File: src/include/supervisor_regs.svh
`ifndef SUPERVISOR_REGS_SVH
`define SUPERVISOR_REGS_SVH

`define SUP_ADDR_W 8
`define SUP_CTRL_OFS 8'h00
`define SUP_STATUS_OFS 8'h04
`define SUP_MASK_OFS 8'h08
`define SUP_LIVE_OFS 8'h0C

`define SUP_CTRL_RST 7'h00
`define SUP_EVT_RST 5'h00
`define SUP_MASK_RST 5'h00
`define SUP_GAIN_RST 8'h02

`define SUP_CLK_MHZ 250
`define SUP_FAIL_NS 500000
`define SUP_OC_DEB_NS 135000
`define SUP_CM_DEB_NS 40000
`define SUP_RECOVER_NS 4680000
`define SUP_STEP_NS 10000
`define SUP_DECAY1_MS 30
`define SUP_DECAY2_MS 100
`define SUP_DECAY3_MS 300
`define SUP_SWAP0_NS 10000
`define SUP_SWAP1_NS 50000
`define SUP_SWAP2_NS 100000
`define SUP_SWAP3_NS 200000
`define SUP_GAIN_MIN 2
`define SUP_GAIN_MAX 120

`define SUP_NS_TO_CYC(t) ((t) * `SUP_CLK_MHZ / 1000)
`define SUP_MS_TO_CYC(t) ((t) * `SUP_CLK_MHZ * 1000)

`endif

File: src/include/supervisor_pkg.sv
package supervisor_pkg;

  typedef enum logic [0:0] {
    ST_DRIVE = 1'b0,
    ST_OFF = 1'b1
  } out_state_e;

  typedef struct packed {
    logic target_3v0;
    logic boost;
    logic [1:0] decay_sel;
    logic [1:0] swap_sel;
    logic swap_en;
  } ctrl_s;

  typedef struct packed {
    logic recovered;
    logic offset_err;
    logic coil_err;
    logic cm_trip;
    logic oc_trip;
  } evt_s;

  typedef struct packed {
    logic [3:0] oc;
    logic [3:0] cm;
    logic coil_open;
    logic coil_gnd;
    logic coil_vdd;
    logic offset;
    logic amp_low;
    logic amp_high;
    logic supply_5v;
    logic addr_sel;
  } pins_s;

endpackage

File: src/logic/sensor_diag_agc_supervisor.sv
// Implementation choices: the APB register port and the placing of the registers.
`timescale 1ns/1ns
`include "supervisor_regs.svh"
// Operation
// - Any detected diagnostic error drives the alarm pin within 500 us.
// - Overcurrent lasting 135 us tristates all four analog outputs.
// - Overcurrent shorter than its debounce time leaves outputs driven.
// - Common-mode fault lasting 40 us tristates all four outputs.
// - Common-mode fault shorter than its debounce time is ignored.
// - Outputs return 4.61 to 4.75 ms after an overcurrent switch-off.
// - Outputs return after the same 4.68 ms after common-mode switch-off.
// - Coil error flag follows open coil or input shorts, clears after.
// - Offset alarm flag follows the output offset comparator.
// - Gain steps every 10 us; reversal waits 0, 30, 100 or 300 ms.
// - Enabled channel swap toggles every 10, 50, 100 or 200 us.
// - Gain boost bit doubles the gain range to 4 to 240.
// - Target 3.0 Vpp is selectable only in 5 V mode, else 1.8 Vpp.
module sensor_diag_agc_supervisor #(
  parameter int unsigned OC_DEB_CYC = `SUP_NS_TO_CYC(`SUP_OC_DEB_NS),
  parameter int unsigned CM_DEB_CYC = `SUP_NS_TO_CYC(`SUP_CM_DEB_NS),
  parameter int unsigned RECOVER_CYC = `SUP_NS_TO_CYC(`SUP_RECOVER_NS),
  parameter int unsigned DECAY1_CYC = `SUP_MS_TO_CYC(`SUP_DECAY1_MS),
  parameter int unsigned DECAY2_CYC = `SUP_MS_TO_CYC(`SUP_DECAY2_MS),
  parameter int unsigned DECAY3_CYC = `SUP_MS_TO_CYC(`SUP_DECAY3_MS),
  parameter int unsigned SWAP0_CYC = `SUP_NS_TO_CYC(`SUP_SWAP0_NS),
  parameter int unsigned SWAP1_CYC = `SUP_NS_TO_CYC(`SUP_SWAP1_NS),
  parameter int unsigned SWAP2_CYC = `SUP_NS_TO_CYC(`SUP_SWAP2_NS),
  parameter int unsigned SWAP3_CYC = `SUP_NS_TO_CYC(`SUP_SWAP3_NS)
) (
  input wire logic CLOCK_IN,
  input wire logic ARST_N_IN,
  input wire logic PSEL_IN,
  input wire logic PENABLE_IN,
  input wire logic PWRITE_IN,
  input wire logic [7:0] PADDR_IN,
  input wire logic [31:0] PWDATA_IN,
  output logic [31:0] PRDATA_OUT,
  output logic PREADY_OUT,
  output logic PSLVERR_OUT,
  input wire logic [3:0] OC_FAULT_IN,
  input wire logic [3:0] CM_FAULT_IN,
  input wire logic COIL_OPEN_IN,
  input wire logic COIL_SHORT_GND_IN,
  input wire logic COIL_SHORT_VDD_IN,
  input wire logic OFFSET_ALARM_IN,
  input wire logic AMP_LOW_IN,
  input wire logic AMP_HIGH_IN,
  input wire logic SUPPLY_5V_IN,
  input wire logic ALARM_ADDR_SELECT_PIN_IN,
  output logic ALARM_ADDR_SELECT_PIN_OUT,
  output logic ALARM_ADDR_SELECT_PIN_OE_OUT,
  output logic [3:0] ANALOG_OE_OUT,
  output logic SWAP_OUT,
  output logic [7:0] GAIN_OUT,
  output logic TARGET_3V0_OUT,
  output logic IRQ_OUT
);

  localparam int unsigned STEP_CYC = `SUP_NS_TO_CYC(`SUP_STEP_NS);
  localparam int unsigned FAIL_CYC = `SUP_NS_TO_CYC(`SUP_FAIL_NS);

  if (OC_DEB_CYC < 1 || CM_DEB_CYC < 1 || RECOVER_CYC < 1 ||
      OC_DEB_CYC > FAIL_CYC || CM_DEB_CYC > FAIL_CYC ||
      SWAP0_CYC < 1 || SWAP1_CYC < 1 || SWAP2_CYC < 1 || SWAP3_CYC < 1 ||
      DECAY1_CYC < 1 || DECAY2_CYC < 1 || DECAY3_CYC < 1) begin : g_chk
    $error("Timing parameters out of range.");
  end

  // Every pin input passes two flip-flops before any logic reads it.
  supervisor_pkg::pins_s meta_q;
  supervisor_pkg::pins_s pins_q;
  always_ff @(posedge CLOCK_IN or negedge ARST_N_IN) begin
    if (!ARST_N_IN) begin
      meta_q <= '0;
      pins_q <= '0;
    end else begin
      meta_q <= {OC_FAULT_IN, CM_FAULT_IN, COIL_OPEN_IN, COIL_SHORT_GND_IN,
                 COIL_SHORT_VDD_IN, OFFSET_ALARM_IN, AMP_LOW_IN, AMP_HIGH_IN,
                 SUPPLY_5V_IN, ALARM_ADDR_SELECT_PIN_IN};
      pins_q <= meta_q;
    end
  end

  wire logic oc_any = |pins_q.oc;
  wire logic cm_any = |pins_q.cm;

  supervisor_pkg::ctrl_s ctrl_q;
  supervisor_pkg::evt_s sts_q;
  supervisor_pkg::evt_s mask_q;
  supervisor_pkg::evt_s evt;
  supervisor_pkg::out_state_e state_q;
  logic [31:0] oc_cnt_q;
  logic [31:0] cm_cnt_q;
  logic [31:0] rec_cnt_q;
  logic coil_q;
  logic offset_q;
  logic alarm_q;
  logic oc_trip;
  logic cm_trip;
  logic rec_done;

  assign oc_trip = (state_q == supervisor_pkg::ST_DRIVE) && oc_any &&
                   (oc_cnt_q == OC_DEB_CYC - 1);
  assign cm_trip = (state_q == supervisor_pkg::ST_DRIVE) && cm_any &&
                   (cm_cnt_q == CM_DEB_CYC - 1);
  assign rec_done = (state_q == supervisor_pkg::ST_OFF) &&
                    (rec_cnt_q == RECOVER_CYC - 1);

  // A counter only advances through an unbroken fault episode.
  always_ff @(posedge CLOCK_IN or negedge ARST_N_IN) begin
    if (!ARST_N_IN) begin
      oc_cnt_q <= 32'h00000000;
      cm_cnt_q <= 32'h00000000;
    end else if (state_q == supervisor_pkg::ST_OFF) begin
      oc_cnt_q <= 32'h00000000;
      cm_cnt_q <= 32'h00000000;
    end else begin
      oc_cnt_q <= oc_any ? oc_cnt_q + 32'h00000001 : 32'h00000000;
      cm_cnt_q <= cm_any ? cm_cnt_q + 32'h00000001 : 32'h00000000;
    end
  end

  always_ff @(posedge CLOCK_IN or negedge ARST_N_IN) begin
    if (!ARST_N_IN) begin
      state_q <= supervisor_pkg::ST_DRIVE;
      rec_cnt_q <= 32'h00000000;
    end else begin
      case (state_q)
        supervisor_pkg::ST_DRIVE: begin
          rec_cnt_q <= 32'h00000000;
          if (oc_trip || cm_trip) begin
            state_q <= supervisor_pkg::ST_OFF;
          end
        end
        supervisor_pkg::ST_OFF: begin
          rec_cnt_q <= rec_cnt_q + 32'h00000001;
          if (rec_done) begin
            state_q <= supervisor_pkg::ST_DRIVE;
          end
        end
        default: begin
          state_q <= supervisor_pkg::ST_DRIVE;
        end
      endcase
    end
  end

  // Outputs stay driven unless a debounced trip moved the machine off.
  assign ANALOG_OE_OUT = {4{state_q == supervisor_pkg::ST_DRIVE}};

  always_ff @(posedge CLOCK_IN or negedge ARST_N_IN) begin
    if (!ARST_N_IN) begin
      coil_q <= 1'b0;
      offset_q <= 1'b0;
      alarm_q <= 1'b0;
    end else begin
      coil_q <= pins_q.coil_open | pins_q.coil_gnd | pins_q.coil_vdd;
      offset_q <= pins_q.offset;
      alarm_q <= coil_q | offset_q | oc_trip | cm_trip |
                 (state_q == supervisor_pkg::ST_OFF);
    end
  end

  // The alarm pin is open drain and pulls low while an error stands.
  assign ALARM_ADDR_SELECT_PIN_OUT = 1'b0;
  assign ALARM_ADDR_SELECT_PIN_OE_OUT = alarm_q;

  // Automatic gain control.
  logic [31:0] step_cnt_q;
  logic [31:0] decay_cnt_q;
  logic [31:0] decay_cyc;
  logic dir_up_q;
  logic waiting_q;
  logic [7:0] gain_q;
  wire logic step_tick = (step_cnt_q == STEP_CYC - 1);
  wire logic want = pins_q.amp_low ^ pins_q.amp_high;
  wire logic want_up = pins_q.amp_low;

  always_comb begin
    case (ctrl_q.decay_sel)
      2'h0: decay_cyc = 32'h00000000;
      2'h1: decay_cyc = DECAY1_CYC;
      2'h2: decay_cyc = DECAY2_CYC;
      default: decay_cyc = DECAY3_CYC;
    endcase
  end

  always_ff @(posedge CLOCK_IN or negedge ARST_N_IN) begin
    if (!ARST_N_IN) begin
      step_cnt_q <= 32'h00000000;
    end else begin
      step_cnt_q <= step_tick ? 32'h00000000 : step_cnt_q + 32'h00000001;
    end
  end

  // A reversal first waits out the decay time, then steps the new way.
  always_ff @(posedge CLOCK_IN or negedge ARST_N_IN) begin
    if (!ARST_N_IN) begin
      dir_up_q <= 1'b1;
      waiting_q <= 1'b0;
      decay_cnt_q <= 32'h00000000;
      gain_q <= `SUP_GAIN_RST;
    end else if (waiting_q) begin
      if (!want || want_up == dir_up_q) begin
        waiting_q <= 1'b0;
      end else if (decay_cnt_q >= decay_cyc - 32'h00000001) begin
        waiting_q <= 1'b0;
        dir_up_q <= want_up;
      end else begin
        decay_cnt_q <= decay_cnt_q + 32'h00000001;
      end
    end else if (want && want_up != dir_up_q) begin
      if (decay_cyc == 32'h00000000) begin
        dir_up_q <= want_up;
      end else begin
        waiting_q <= 1'b1;
        decay_cnt_q <= 32'h00000000;
      end
    end else if (want && step_tick) begin
      if (want_up && gain_q < 8'(`SUP_GAIN_MAX)) begin
        gain_q <= gain_q + 8'h01;
      end else if (!want_up && gain_q > 8'(`SUP_GAIN_MIN)) begin
        gain_q <= gain_q - 8'h01;
      end
    end
  end

  // Boost doubles the effective gain, so the range becomes 4 to 240.
  always_ff @(posedge CLOCK_IN or negedge ARST_N_IN) begin
    if (!ARST_N_IN) begin
      GAIN_OUT <= 8'h00;
      TARGET_3V0_OUT <= 1'b0;
    end else begin
      GAIN_OUT <= ctrl_q.boost ? {gain_q[6:0], 1'b0} : gain_q;
      TARGET_3V0_OUT <= ctrl_q.target_3v0 & pins_q.supply_5v;
    end
  end

  // Channel swapping.
  logic [31:0] swap_cnt_q;
  logic [31:0] swap_cyc;
  always_comb begin
    case (ctrl_q.swap_sel)
      2'h0: swap_cyc = SWAP0_CYC;
      2'h1: swap_cyc = SWAP1_CYC;
      2'h2: swap_cyc = SWAP2_CYC;
      default: swap_cyc = SWAP3_CYC;
    endcase
  end

  always_ff @(posedge CLOCK_IN or negedge ARST_N_IN) begin
    if (!ARST_N_IN) begin
      swap_cnt_q <= 32'h00000000;
      SWAP_OUT <= 1'b0;
    end else if (!ctrl_q.swap_en) begin
      swap_cnt_q <= 32'h00000000;
      SWAP_OUT <= 1'b0;
    end else if (swap_cnt_q >= swap_cyc - 32'h00000001) begin
      swap_cnt_q <= 32'h00000000;
      SWAP_OUT <= ~SWAP_OUT;
    end else begin
      swap_cnt_q <= swap_cnt_q + 32'h00000001;
    end
  end

  // Event capture for the interrupt; a set in the clear cycle wins.
  logic coil_d1_q;
  logic offset_d1_q;
  always_ff @(posedge CLOCK_IN or negedge ARST_N_IN) begin
    if (!ARST_N_IN) begin
      coil_d1_q <= 1'b0;
      offset_d1_q <= 1'b0;
    end else begin
      coil_d1_q <= coil_q;
      offset_d1_q <= offset_q;
    end
  end

  assign evt = '{recovered: rec_done, offset_err: offset_q & ~offset_d1_q,
                 coil_err: coil_q & ~coil_d1_q, cm_trip: cm_trip,
                 oc_trip: oc_trip};

  // APB slave with zero wait states.
  wire logic wr = PSEL_IN & PENABLE_IN & PWRITE_IN;
  wire logic hit = (PADDR_IN == `SUP_CTRL_OFS) ||
                   (PADDR_IN == `SUP_STATUS_OFS) ||
                   (PADDR_IN == `SUP_MASK_OFS) ||
                   (PADDR_IN == `SUP_LIVE_OFS);

  always_ff @(posedge CLOCK_IN or negedge ARST_N_IN) begin
    if (!ARST_N_IN) begin
      ctrl_q <= `SUP_CTRL_RST;
      mask_q <= `SUP_MASK_RST;
      sts_q <= `SUP_EVT_RST;
    end else begin
      if (wr && PADDR_IN == `SUP_CTRL_OFS) begin
        ctrl_q <= PWDATA_IN[6:0];
      end
      if (wr && PADDR_IN == `SUP_MASK_OFS) begin
        mask_q <= PWDATA_IN[4:0];
      end
      if (wr && PADDR_IN == `SUP_STATUS_OFS) begin
        sts_q <= (sts_q & ~PWDATA_IN[4:0]) | evt;
      end else begin
        sts_q <= sts_q | evt;
      end
    end
  end

  always_comb begin
    PRDATA_OUT = 32'h00000000;
    case (PADDR_IN)
      `SUP_CTRL_OFS: PRDATA_OUT[6:0] = ctrl_q;
      `SUP_STATUS_OFS: PRDATA_OUT[4:0] = sts_q;
      `SUP_MASK_OFS: PRDATA_OUT[4:0] = mask_q;
      `SUP_LIVE_OFS: PRDATA_OUT = {16'h0000, gain_q, 2'h0, pins_q.addr_sel,
                                   SWAP_OUT, alarm_q, offset_q, coil_q,
                                   state_q == supervisor_pkg::ST_OFF};
      default: PRDATA_OUT = 32'h00000000;
    endcase
  end

  assign PREADY_OUT = 1'b1;
  assign PSLVERR_OUT = PSEL_IN & PENABLE_IN & ~hit;
  assign IRQ_OUT = |(sts_q & mask_q);

endmodule

File: config.mk
export PLATFORM = sky130hd
export DESIGN_NAME = sensor_diag_agc_supervisor
export DESIGN_NICKNAME = d
export VERILOG_FILES = /design/src/include/supervisor_pkg.sv /design/src/logic/sensor_diag_agc_supervisor.sv
export VERILOG_INCLUDE_DIRS = /design/src /design/src/include
export SDC_FILE = /design/constraint.sdc
export NUM_CORES = 1
export LEC_CHECK = 0
export BUFFER_PORTS_ARGS = -buffer_cell sky130_fd_sc_hd__buf_2
export CAP_MARGIN = 20
export CORE_ASPECT_RATIO = 0.7
export CORE_UTILIZATION = 50
export DETAILED_ROUTE_END_ITERATION = 10
export PLACE_DENSITY = 0.67
export SYNTH_ARGS = -nofsm -noshare
export SYNTH_HDL_FRONTEND = slang
export SYNTH_SLANG_ARGS = --single-unit
File: constraint.sdc
create_clock -name CLOCK_IN -period 9.6 [get_ports CLOCK_IN]
set_clock_uncertainty 0.2 [all_clocks]
set_input_delay 0.96 -clock CLOCK_IN [delete_from_list [all_inputs] [get_ports CLOCK_IN]]
set_output_delay 0.96 -clock CLOCK_IN [all_outputs]
set_load 0.05 [all_outputs]
[Yosys cells after proc, flatten, opt, wreduce, memory -nomap -nowiden]
Cells that the tools add are included.
Operators by class
  $add $sub $neg: 10
  magnitude comparators: 4
  equal/unequal tests: 18
  multiplexer cells: 37
  bitwise gates (word level): 25
  reductions and logical operators: 32
Operators by type and width (count)
  $mux 32: 12
  $add 32x1->32 const B: 6
  $pmux 27 s3: 1
  $ge 32x32->1: 2
  $pmux 32 s2: 1
  $pmux 16 s3: 1
  $eq 32x12->1 const B: 1
  $eq 32x14->1 const B: 1
  $eq 32x16->1 const B: 1
  $eq 32x21->1 const B: 1
  $logic_not 32->1: 1
  $sub 32x1->32 const B: 1
  $mux 8: 3
  $pmux 5 s4: 1
  $sub 16x1->17 const B: 1
  $eq 8x4->1 const B: 2
  $mux 1: 14
  $logic_and 1x1->1: 12
  $reduce_and 4->1: 3
  $and 5x5->5: 2
  $or 5x5->5: 2
  $mux 9: 1
  $add 8x1->8 const B: 1
  $eq 8x3->1 const B: 1
  other kinds (24): 54
Word-level totals
  register bits after elaboration: 267
  logic and storage cells: 179

[Logic depth before layout (Yosys ltp)]
Gate-level depths: netlist of run 1.
  word-level depth: 7
  depth in mapped cells: 13

[Worst setup path before layout of run 1]
No wires, ideal clock.
  path type: in2out
  from: in PADDR_IN[5]
  to: out PRDATA_OUT[6]
  arrival time: 3.348 ns
  data required time: 8.440 ns
  setup slack: 5.092 ns
  cell stages on the path: 3
  path buffers: 0
  cells stage by stage: nor4_1 nand2_1 nor4b_1
Between the ends
  cells in the longest elaborated chain, start to end: 2
  elaborated cells between the ends (all ways): 3
  those cells by class: eq/ne: 1; mux: 1; reduce/logical: 1
Ends and longest elaborated chain
  start: declaration: RTL line sensor_diag_agc_supervisor.sv:35  | input wire logic [7:0] PADDR_IN,
  $eq 8x4->1 / $logic_not 8->1 (equally long branches): RTL line sensor_diag_agc_supervisor.sv:312  | case (PADDR_IN)
  $pmux 2 s2 (*): RTL line sensor_diag_agc_supervisor.sv:312
  end: declaration: RTL line sensor_diag_agc_supervisor.sv:37  | output logic [31:0] PRDATA_OUT,
Mark *: on every way between the ends. The rest lies on a longest branch, timed or not.

[Worst setup path in the final report of run 1]
  from: in PADDR_IN[5]
  to: out PRDATA_OUT[8]
Between the ends
  cells in the longest elaborated chain, start to end: 2
Ends and longest elaborated chain (RTL line)
  $eq 8x4->1: sensor_diag_agc_supervisor.sv:312
  $mux 9: sensor_diag_agc_supervisor.sv:312
No other way between the ends.

==> out/results.ini, run 1 <==
[run_status]
status=complete, no violations

[logic_synthesis]
yosys_warnings=0
syn_area_mm2=0.01327
synth.avg_cell_area_um2=10.27
synth_edf_count=0
seq_area_frac_synth=0.5036
ys.flop_type=dfrtp_1
synthCells=1292
synth-seq-cells=267
async_flop_share=1.000
ys_types=64

[worst_setup_path]
worstSetupPathType=in2out
arrival_ns=3.25
cp.required_ns=8.44
crit_family=simple AND/OR/NAND/NOR gates
crit_path_max_fanout=8
critical_path.most_common_cell=buf_2
crit_cells=6
max_stage_delay_ns=0.76
slowest_stage=nor3_1
cp_num_buf_inv=2
r2r_cells=11
startpoint_type=input pin
endpoint_kind=output pin
crit_chain=buf_2, nor4_1, nand2_1, nor3_1, and2_1, buf_2

[route]
routed_wirelength_um=26290
detail_route.wl_per_cell_um=15.01
drt_first_pass_iters=5
vias=9509
drc=0
postRouteAntennaNets=0
viasPerCell=5.431
first_iter_violations=748

[global_route]
grt_pass1_vias=8990
grt_overflow_total=0
grt_pass1_wl_um=45070
grt_use_total=0.1995
antenna_found_initial=0
grt_max_degree=169

[cells_and_area]
final-seq-area_mm2=0.006684
fillers=2259
drive_gt1_frac=0.1169
final_cell_mix=265 x dfrtp_1, 144 x nor2_1, 111 x nand2_1
final_nets=1501
final_common_cell=dfrtp_1
n_antenna_cell=0
final_cell_area_mm2=0.01488
multi_input_area_mm2=0.006317
area_delta_synth_final_pct=12.12

[floorplan]
core_area_mm2=0.02587
start_util=0.5130
die_width_um=196.7
die_h_um=138.3
rows=49
ios=112
dieArea_mm2=0.02721

[place]
hpwlAfterDp_um=17630
dpl_cell_area_mm2=0.01397
routabilityCongestion=0.8542
portBuffers=67

[sta]
relSlewSlack=0.2773
min_period_over_period=0.4591
tightest_slew_ns=1.084
setup_viol=0
max_freq_ghz=0.2269
hold_viol=0
finalSetupTns_ns=0
rsz0062_at_grt=false
min_period_ns=4.408
slew_viol_final=0

[clocking]
numCtsBuffers=26
cts_root_buffer=clkbuf_16
cts_tree=yes
ctsResizeCount=0
post-cts-setup-buffers=0
postCtsHoldBufs=0
cts.sinks=267
cts.path.max_buffers=3
h-tree-depth=1
clk_pin_slew_ns=0.07
clk_latency_ns=0.55

[power_and_ir_drop]
irDropWorstVdd_mv=0.1412
powerDensity_mw_per_mm2=162.5
leakagePower_nw=6.895
p_total_mw=2.419

[min_path]
hold_depth=0
worstHoldPathType=reg2reg

[flow_run]
maxCapViolCount=0

-- cells in the mapped netlist, types with 8 or more instances --
library cell / number / area, µm²
xnor2_1: 62 / 543.0
nor4_1: 30 / 187.7
xor2_1: 68 / 595.6
a21o_1: 15 / 112.6
nand2_1: 111 / 416.7
or3_1: 23 / 143.9
o21ai_0: 63 / 315.3
nand4_1: 36 / 225.2
ha_1: 65 / 813.3
and2_1: 18 / 112.6
o41ai_1: 10 / 87.58
inv_1: 32 / 120.1
nor3_1: 17 / 85.08
dfrtp_1: 265 / 6631
nor4b_1: 8 / 70.07
buf_4: 22 / 165.2
o31ai_1: 26 / 195.2
and3_1: 43 / 269.0
clkbuf_1: 23 / 86.33
mux2_2: 21 / 236.5
nand3_1: 76 / 380.4
nor2_1: 144 / 540.5
a21oi_1: 26 / 130.1
-- cell type report --
class / instances / share of cell area
Clock inverter: 13 / 0.01043
Inverter: 34 / 0.008576
Timing Repair Buffer: 72 / 0.02657
Sequential cell: 267 / 0.4492
Tap cell: 357 / 0.03002
Multi-Input combinational cell: 973 / 0.4245
Clock buffer: 35 / 0.05070
-- worst register-to-register path, stage by stage (launching register included) --
cell and delay, ns:
dfrtp_1 0.50, inv_1 0.16, ha_1 0.30, xor2_1 0.35, ha_1 0.33, and3_1 0.19, a221o_1 0.30, o21ai_0 0.16
o2111ai_1 0.15, o211a_1 0.67, or4_1 0.68, nand3_1 0.09
-- report_power, final --
part | internal (mW) | total, mW | switching (mW)
Sequential | 1.16 | 1.20 | 0.0382
Clock | 0.633 | 1.07 | 0.438
Combinational | 0.0506 | 0.148 | 0.0970
Total | 1.85 | 2.42 | 0.574
-- worst paths after layout --
check,from,endpoint,slack (ns)
worst min-delay path,meta_q[14],pins_q[14],0.14
max in group asynchronous,ARST_N_IN,cm_cnt_q[3],7.67
min in group asynchronous,ARST_N_IN,swap_cnt_q[1],0.23
worst max-delay path,PADDR_IN[5],PRDATA_OUT[8],5.19
worst min register to register,meta_q[14],pins_q[14],0.14
worst max register to register,ctrl_q[3],decay_cnt_q[31],5.46
-- state kept, by name (all words and copies together), names as in the netlist, 15 cells and up --
signal	count
decay_cnt_q	32
rec_cnt_q	32
pins_q	15
meta_q	16
step_cnt_q	32
oc_cnt_q	32
swap_cnt_q	32
cm_cnt_q	32
-- per-layer routing --
layer	global-route usage	wire length (µm)	share of wire
met4	0.05345	643	0.024
met2	0.2920	11200	0.43
met3	0.03074	933	0.035
met1	0.3074	13510	0.51
met5	0	0	0
-- per-stage QoR --
step	hold WS (ns)	std cells	setup slack (ns)	utilization
floorplan	0.1312	1325	5.092	-
global placement	0.1327	1703	5.232	0.5400
detailed placement	0.1347	1703	5.155	0.5400
CTS	0.1435	1751	5.140	0.5752
global route	0.1537	1751	4.825	0.5752
finish	0.1419	1751	5.192	0.5752
-- cell families (layout without fill, tap and decap cells) --
kind of cell,after synthesis,after routing,share of synthesized area
AOI/OAI and AO/OA,173,173,0.08230
xor gates and xnor gates,130,130,0.08579
adders and majority gates,66,66,0.06279
buffers and inverters,85,154,0.03130
DFF,267,267,0.5036
muxes,26,26,0.02630
other,2,35,0.0005659
and+or+nand+nor,543,543,0.2073
(Power assumes the default switching activity.)
==> run 2, diff against run 1 <==
ABC_AREA = 1   (was default)
PLACE_DENSITY = 0.69   (was 0.67)
clock period = 4.04 ns   (was 9.6 ns; I/O delays follow)
==> out/results.ini, run 2 <==
[run_status]
status=complete, no violations  ; unchanged

[logic_synthesis]
synth.avg_cell_area_um2=7.849  ; was 10.27 µm²
synth_common_cells=415 x nand2_1, 280 x nor2_1, 265 x dfrtp_1, 237 x inv_1, 119 x nand3_1  ; was 265 x dfrtp_1, 144 x nor2_1, 111 x nand2_1, 76 x nand3_1, 68 x xor2_1
synth_edf_count=0  ; unchanged
syn_area_mm2=0.01550  ; was 0.01327 mm²
seq_area_frac_synth=0.4312  ; was 0.5036
synth_top_area_share=0.4278  ; was 0.4997
ys_types=60  ; was 64
synth-seq-cells=267  ; unchanged
synthCells=1975  ; was 1,292
ys.flop_type=dfrtp_1  ; unchanged
synthTopCellsByArea=dfrtp_1 43%, nand2_1 10%, nor2_1 6.8%  ; was dfrtp_1 50%, ha_1 6.1%, xor2_1 4.5%
async_flop_share=1.000  ; unchanged
synth_most_common_cell=nand2_1  ; was dfrtp_1
synth_top_cell_by_area=dfrtp_1  ; unchanged
yosys_warnings=0  ; unchanged

[worst_setup_path]
cp.required_ns=4.33  ; was 8.44 ns
max_stage_delay_ns=0.54  ; was 0.76 ns
crit_chain=inv_1, ha_1, inv_2, nand2_1, and2_1, ha_1, nand2_1, inv_1, nand3_1, nand2_1, nand2_1, nand3_1, nand2_1, nand3_2, nand2_2, nand4_1, nand2_1  ; was buf_2, nor4_1, nand2_1, nor3_1, and2_1, buf_2
slowest_stage=dfrtp_1  ; was nor3_1
endpoint_kind=flop  ; was output pin
worstSetupPathType=reg2reg  ; was in2out
crit_family=simple AND/OR/NAND/NOR gates  ; unchanged
startpoint_type=flop  ; was input pin
arrival_ns=3.84  ; was 3.25 ns
cp_num_buf_inv=3  ; was 2
critical_path.most_common_cell=nand2_1  ; was buf_2
crit_path_max_fanout=32  ; was 8

[clocking]
ctsResizeCount=0  ; unchanged
clk_latency_ns=0.56  ; was 0.55 ns
h-tree-depth=1  ; unchanged
numCtsBuffers=27  ; was 26
cts.path.max_buffers=3  ; unchanged
cts_tree=yes  ; unchanged
cts.sinks=267  ; unchanged
cts_root_buffer=clkbuf_16  ; unchanged
clk_pin_slew_ns=0.06  ; was 0.07 ns

[sta]
slew_viol_final=0  ; unchanged
rsz0062_at_grt=false  ; unchanged
hold_viol=0  ; unchanged
finalSetupTns_ns=0  ; unchanged
min_period_ns=3.552
tightest_slew_ns=0.7691  ; was 1.084 ns
max_freq_ghz=0.2815
setup_viol=0  ; unchanged
fin_ws_ns=0.4880  ; was 5.192 ns
whs_ns=0.1478  ; was 0.1419 ns
min_period_over_period=0.8792
relSlewSlack=0.4872  ; was 0.2773

[route]
routed_wirelength_um=38480  ; was 26,290 µm
drc=0  ; unchanged
drt_first_pass_iters=5  ; unchanged
postRouteAntennaNets=0  ; unchanged
viasPerCell=5.379  ; was 5.431
vias=13533  ; was 9,509
detail_route.wl_per_cell_um=15.30  ; was 15.01 µm
first_iter_violations=1150  ; was 748

[place]
hpwlAfterDp_um=28560  ; was 17,630 µm
dpl_cell_area_mm2=0.01623  ; was 0.01397 mm²
routabilityCongestion=1.004  ; was 0.8542
place_ws_ns=0.5255  ; was 5.155 ns
dp.cells=2442  ; was 1,703
portBuffers=67  ; unchanged

[global_route]
grt_max_degree=98  ; was 169
grt_overflow_total=0  ; unchanged
antenna_found_initial=1  ; was 0
grt_pass1_wl_um=63670  ; was 45,070 µm
grt_use_total=0.2509  ; was 0.1995
grt_pass1_vias=12608  ; was 8,990

[power_and_ir_drop]
leakagePower_nw=7.944  ; was 6.895 nW
intPower_mw=4.445  ; was 1.845 mW
irDropWorstVdd_mv=0.2657  ; was 0.1412 mV
switching_share=0.2448  ; was 0.2371
p_switching_mw=1.441  ; was 0.5736 mW
powerDensity_mw_per_mm2=337.7  ; was 162.5 mW/mm²
p_seq_frac=0.482  ; was 0.496
p_total_mw=5.886  ; was 2.419 mW
pwr-share-clk=0.447  ; was 0.443
combPwrFrac=0.071  ; was 0.061

[cells_and_area]
final_nets=2211  ; was 1,501
fin_cells=2516  ; was 1,751
final_cell_area_mm2=0.01743  ; was 0.01488 mm²
final_core_utilization=0.5763  ; was 0.5752
fillers=2842  ; was 2,259
final_cell_mix=415 x nand2_1, 280 x nor2_1, 265 x dfrtp_1  ; was 265 x dfrtp_1, 144 x nor2_1, 111 x nand2_1
drive_gt1_frac=0.08987  ; was 0.1169
final_common_cell=nand2_1  ; was dfrtp_1
area_delta_synth_final_pct=12.42  ; was 12.12%

[floorplan]
rows=53  ; was 49
start_util=0.5127  ; was 0.5130
core_area_mm2=0.03024  ; was 0.02587 mm²
die_width_um=212.5  ; was 196.7 µm
dieArea_mm2=0.03172  ; was 0.02721 mm²
die_h_um=149.3  ; was 138.3 µm
ios=112  ; unchanged

[min_path]
worstHoldPathType=reg2reg  ; unchanged

[flow_run]
maxCapViolCount=0  ; unchanged

## run 2: changes by cell type in the layout (fill, tap and decap cells not counted), moves of 26 or more
| cell | before | now |
|---|---|---|
| nand3_1 | 76 | 119 |
| nand4_1 | 36 | 88 |
| nor3_1 | 17 | 85 |
| inv_1 | 32 | 237 |
| nor2_1 | 144 | 280 |
| xnor2_1 | 62 | 31 |
| nand2_1 | 111 | 415 |
| o31ai_1 | 26 | 0 |
| and3_1 | 43 | 1 |
| a21oi_1 | 26 | 64 |
## run 2: metal layers
| layer | GRT usage | wire length, µm | up-vias |
|---|---|---|---|
| li1 | - | - | 6675 |
| met1 | 0.3826 | 18930 | 6404 |
| met2 | 0.3603 | 15840 | 399 |
| met3 | 0.04568 | 2692 | 55 |
| met4 | 0.07194 | 1015 | 0 |
| met5 | 0 | 0 | - |
## run 2: worst paths after layout
check                               start              end  slack [ns]  cells after the start
min in group asynchronous       ARST_N_IN   swap_cnt_q[11]        0.26                      2
worst max-delay path            ctrl_q[3]  decay_cnt_q[20]        0.49                     17
worst min-delay path            meta_q[3]          want_up        0.15                      0
worst max register to register  ctrl_q[3]  decay_cnt_q[20]        0.49                     17
max in group asynchronous       ARST_N_IN      oc_cnt_q[1]        2.37                      3
worst min register to register  meta_q[3]          want_up        0.15                      0
## run 2: layout make-up
class | instances | area, µm² | area share
Antenna cell | 1 | 2.502 | 0.0001436
Multi-Input combinational cell | 1441 | 7674 | 0.4403
Tap cell | 412 | 515.5 | 0.02958
Clock inverter | 12 | 173.9 | 0.009979
Timing Repair Buffer | 101 | 705.7 | 0.04049
Sequential cell | 267 | 6684 | 0.3835
Clock buffer | 36 | 749.5 | 0.04300
Inverter | 246 | 923.4 | 0.05298
## run 2: repair_timing
item / 4_1_cts / 5_1_grt
hold buffers: 24 / 0
buffers inserted: 0 / 0
endpoints found under the hold margin: 121 / 0
## run 2: worst reg2reg max path, cell delays in order (launching register included)
cell     delay, ns
dfrtp_1       0.54
inv_1         0.14
ha_1          0.31
inv_2         0.28
nand2_1       0.12
and2_1        0.19
ha_1          0.28
nand2_1       0.07
inv_1         0.04
nand3_1       0.07
nand2_1       0.05
nand2_1       0.05
nand3_1       0.10
nand2_1       0.13
nand3_2       0.10
nand2_2       0.52
nand4_1       0.19
nand2_1       0.12
## run 2: kinds of logic after synthesis
kind of cell,count (synthesis),share of synthesized area
XOR/XNOR,79,0.04463
AND/OR/NAND/NOR,1091,0.3266
adder cells (fa/ha/maj),66,0.05375
flip-flops,267,0.4312
multiplexers,2,0.001453
AO/OA/AOI/OAI,168,0.06005
buffers and inverters,300,0.08184
other,2,0.0004844
## run 2: power groups by stage
| stage | logic (mW) | clock network [mW] | registers, mW |
|---|---|---|---|
| floorplan | 0.277 | 0 | 2.87 |
| global placement | 0.391 | 0 | 2.88 |
| detailed placement | 0.401 | 0 | 2.88 |
| CTS | 0.420 | 2.69 | 2.84 |
| global route | 0.477 | 2.79 | 2.85 |
| finish | 0.419 | 2.63 | 2.84 |
==> run 3, diff against run 2 <==
CORE_ASPECT_RATIO = 1.4   (was 0.7)
PLACE_DENSITY = 0.74   (was 0.69)
SLEW_MARGIN = 20   (was default)
==> out/results.ini, run 3 (synthesis gave the netlist of run 2 again) <==
[worst_setup_path]
ff2ff_setup_slack_ns=0.58  ; was 0.49 ns
slowest_stage=dfrtp_1  ; unchanged
r2r_cells=17  ; unchanged
endpoint_kind=flop  ; unchanged
crit_path_max_fanout=32  ; unchanged
max_stage_delay_ns=0.51  ; was 0.54 ns
critical_path.most_common_cell=nand2_1  ; unchanged
crit_family=simple AND/OR/NAND/NOR gates  ; unchanged
worstSetupPathType=reg2reg  ; unchanged
arrival_ns=3.69  ; was 3.84 ns
cp_num_buf_inv=2  ; was 3
cp.required_ns=4.28  ; was 4.33 ns
startpoint_type=flop  ; unchanged
r2r-end=decay_cnt_q[22]  ; was decay_cnt_q[20]
rr_startpoint=ctrl_q[3]  ; unchanged
crit_chain=inv_1, ha_1, inv_2, nand2_1, and2_1, ha_1, nand2_1, nor2_1, nand2_1, nor2_1, nand2_1, nand3_1, nand2_2, nand3_2, nand2_2, nand4_1, nand2_1  ; was inv_1, ha_1, inv_2, nand2_1, and2_1, ha_1, nand2_1, inv_1, nand3_1, nand2_1, nand2_1, nand3_1, nand2_1, nand3_2, nand2_2, nand4_1, nand2_1

[global_route]
grt_pass1_wl_um=61780  ; was 63,670 µm
grt_max_degree=122  ; was 98
grt_use_total=0.2392  ; was 0.2509
grt_overflow_total=0  ; unchanged
grt_pass1_vias=13370  ; was 12,608
antenna_found_initial=0  ; was 1

[cells_and_area]
area_delta_synth_final_pct=12.94  ; was 12.42%
drive_gt1_frac=0.09440  ; was 0.08987
fillers=2734  ; was 2,842
n_antenna_cell=0  ; was 1
final_nets=2213  ; was 2,211
final_common_cell=nand2_1  ; unchanged
final_cell_mix=414 x nand2_1, 280 x nor2_1, 265 x dfrtp_1  ; was 415 x nand2_1, 280 x nor2_1, 265 x dfrtp_1
fin_cells=2493  ; was 2,516

[place]
portBuffers=67  ; unchanged
routabilityCongestion=0.9561  ; was 1.004
dp.cells=2417  ; was 2,442
hpwlAfterDp_um=26700  ; was 28,560 µm

[power_and_ir_drop]
leakagePower_nw=7.995  ; was 7.944 nW
irDropWorstVdd_mv=0.2612  ; was 0.2657 mV
powerDensity_mw_per_mm2=352.2  ; was 337.7 mW/mm²

[clocking]
cts_root_buffer=clkbuf_16  ; unchanged
h-tree-depth=1  ; unchanged
postCtsHoldBufs=24  ; unchanged
ctsResizeCount=0  ; unchanged
post-cts-setup-buffers=0  ; unchanged
cts_tree=yes  ; unchanged
clk_latency_ns=0.56  ; about the same
cts.path.max_buffers=3  ; unchanged
cts.sinks=267  ; unchanged
numCtsBuffers=28  ; was 27
clk_pin_slew_ns=0.06  ; about the same

[floorplan]
ios=112  ; unchanged
start_util=0.5130  ; was 0.5127
die_width_um=150.8  ; was 212.5 µm
core_area_mm2=0.03022  ; was 0.03024 mm²
dieArea_mm2=0.03172  ; about the same
die_h_um=210.3  ; was 149.3 µm
rows=75  ; was 53

[min_path]
worstHoldPathType=reg2reg  ; unchanged
holdPathEnd=pins_q[15]  ; was want_up
hp-start=meta_q[15]  ; was meta_q[3]
hold_depth=0  ; unchanged

[route]
vias=13415  ; was 13,533
detail_route.wl_per_cell_um=14.70  ; was 15.30 µm
drt_first_pass_iters=8  ; was 5
viasPerCell=5.381  ; was 5.379
first_iter_violations=770  ; was 1,150
routed_wirelength_um=36660  ; was 38,480 µm
postRouteAntennaNets=0  ; unchanged
drc=0  ; unchanged

[sta]
finalSetupTns_ns=0  ; unchanged
rsz0062_at_grt=false  ; unchanged
tightest_slew_ns=0.9692  ; was 0.7691 ns
max_freq_ghz=0.2894  ; was 0.2815 GHz
whs_ns=0.1473  ; was 0.1478 ns
relSlewSlack=0.3539  ; was 0.4872
min_period_over_period=0.8553  ; was 0.8792
setup_viol=0  ; unchanged
hold_viol=0  ; unchanged
slew_viol_final=0  ; unchanged
min_period_ns=3.455  ; was 3.552 ns

[run_status]
status=complete, no violations  ; unchanged

[flow_run]
maxCapViolCount=0  ; unchanged

## run 3: how the worst max path moves through the flow
stage	from	end	slack [ns]	cells after the start
after floorplan	PADDR_IN[7]	PRDATA_OUT[5]	1.28	6
after CTS	ctrl_q[3]	decay_cnt_q[22]	0.55	17
after detailed placement	ctrl_q[3]	decay_cnt_q[20]	0.57	17
after global routing	ctrl_q[3]	decay_cnt_q[20]	0.26	17
after global placement	ctrl_q[3]	decay_cnt_q[0]	0.66	17
final	ctrl_q[3]	decay_cnt_q[22]	0.58	17
## run 3: worst register-to-register path, delay by kind of cell, from the launching register on
| family | cells | cell delay (ns) |
|---|---|---|
| adders and majority gates | 2 | 0.58 |
| buffers and inverters | 2 | 0.39 |
| DFF | 1 | 0.51 |
| and+or+nand+nor | 13 | 1.66 |
## run 3: area by class of cell
type | instances | area, µm² | area share
Multi-Input combinational cell | 1441 | 7676 | 0.4384
Sequential cell | 267 | 6684 | 0.3818
Inverter | 246 | 923.4 | 0.05274
Clock buffer | 32 | 745.7 | 0.04259
Timing Repair Buffer | 102 | 680.7 | 0.03888
Tap cell | 385 | 481.7 | 0.02751
Clock inverter | 20 | 316.6 | 0.01808
## run 3: metal layers
metal  GRT usage  wire length [µm]
met3     0.02468              1463
met4      0.1166              1476
met1      0.2759             14790
met5           0                 0
met2      0.4347             18920
## run 3: power by group
| part | total (mW) | internal (mW) | switching, mW | leakage [nW] |
|---|---|---|---|---|
| clock network | 2.92 | 1.79 | 1.13 | 0.511 |
| logic | 0.409 | 0.118 | 0.291 | 3.95 |
| registers | 2.84 | 2.77 | 0.0708 | 3.53 |
## run 3: through the flow
stage	utilization	setup WS (ns)	instance area (µm²)	power, mW
CTS	0.5793	0.5546	17510	6.236
global placement	0.5362	0.6590	16200	3.260
floorplan	-	1.279	15630	3.146
finish	0.5794	0.5845	17510	6.167
detailed placement	0.5362	0.5680	16200	3.277
global route	0.5794	0.2631	17510	6.396
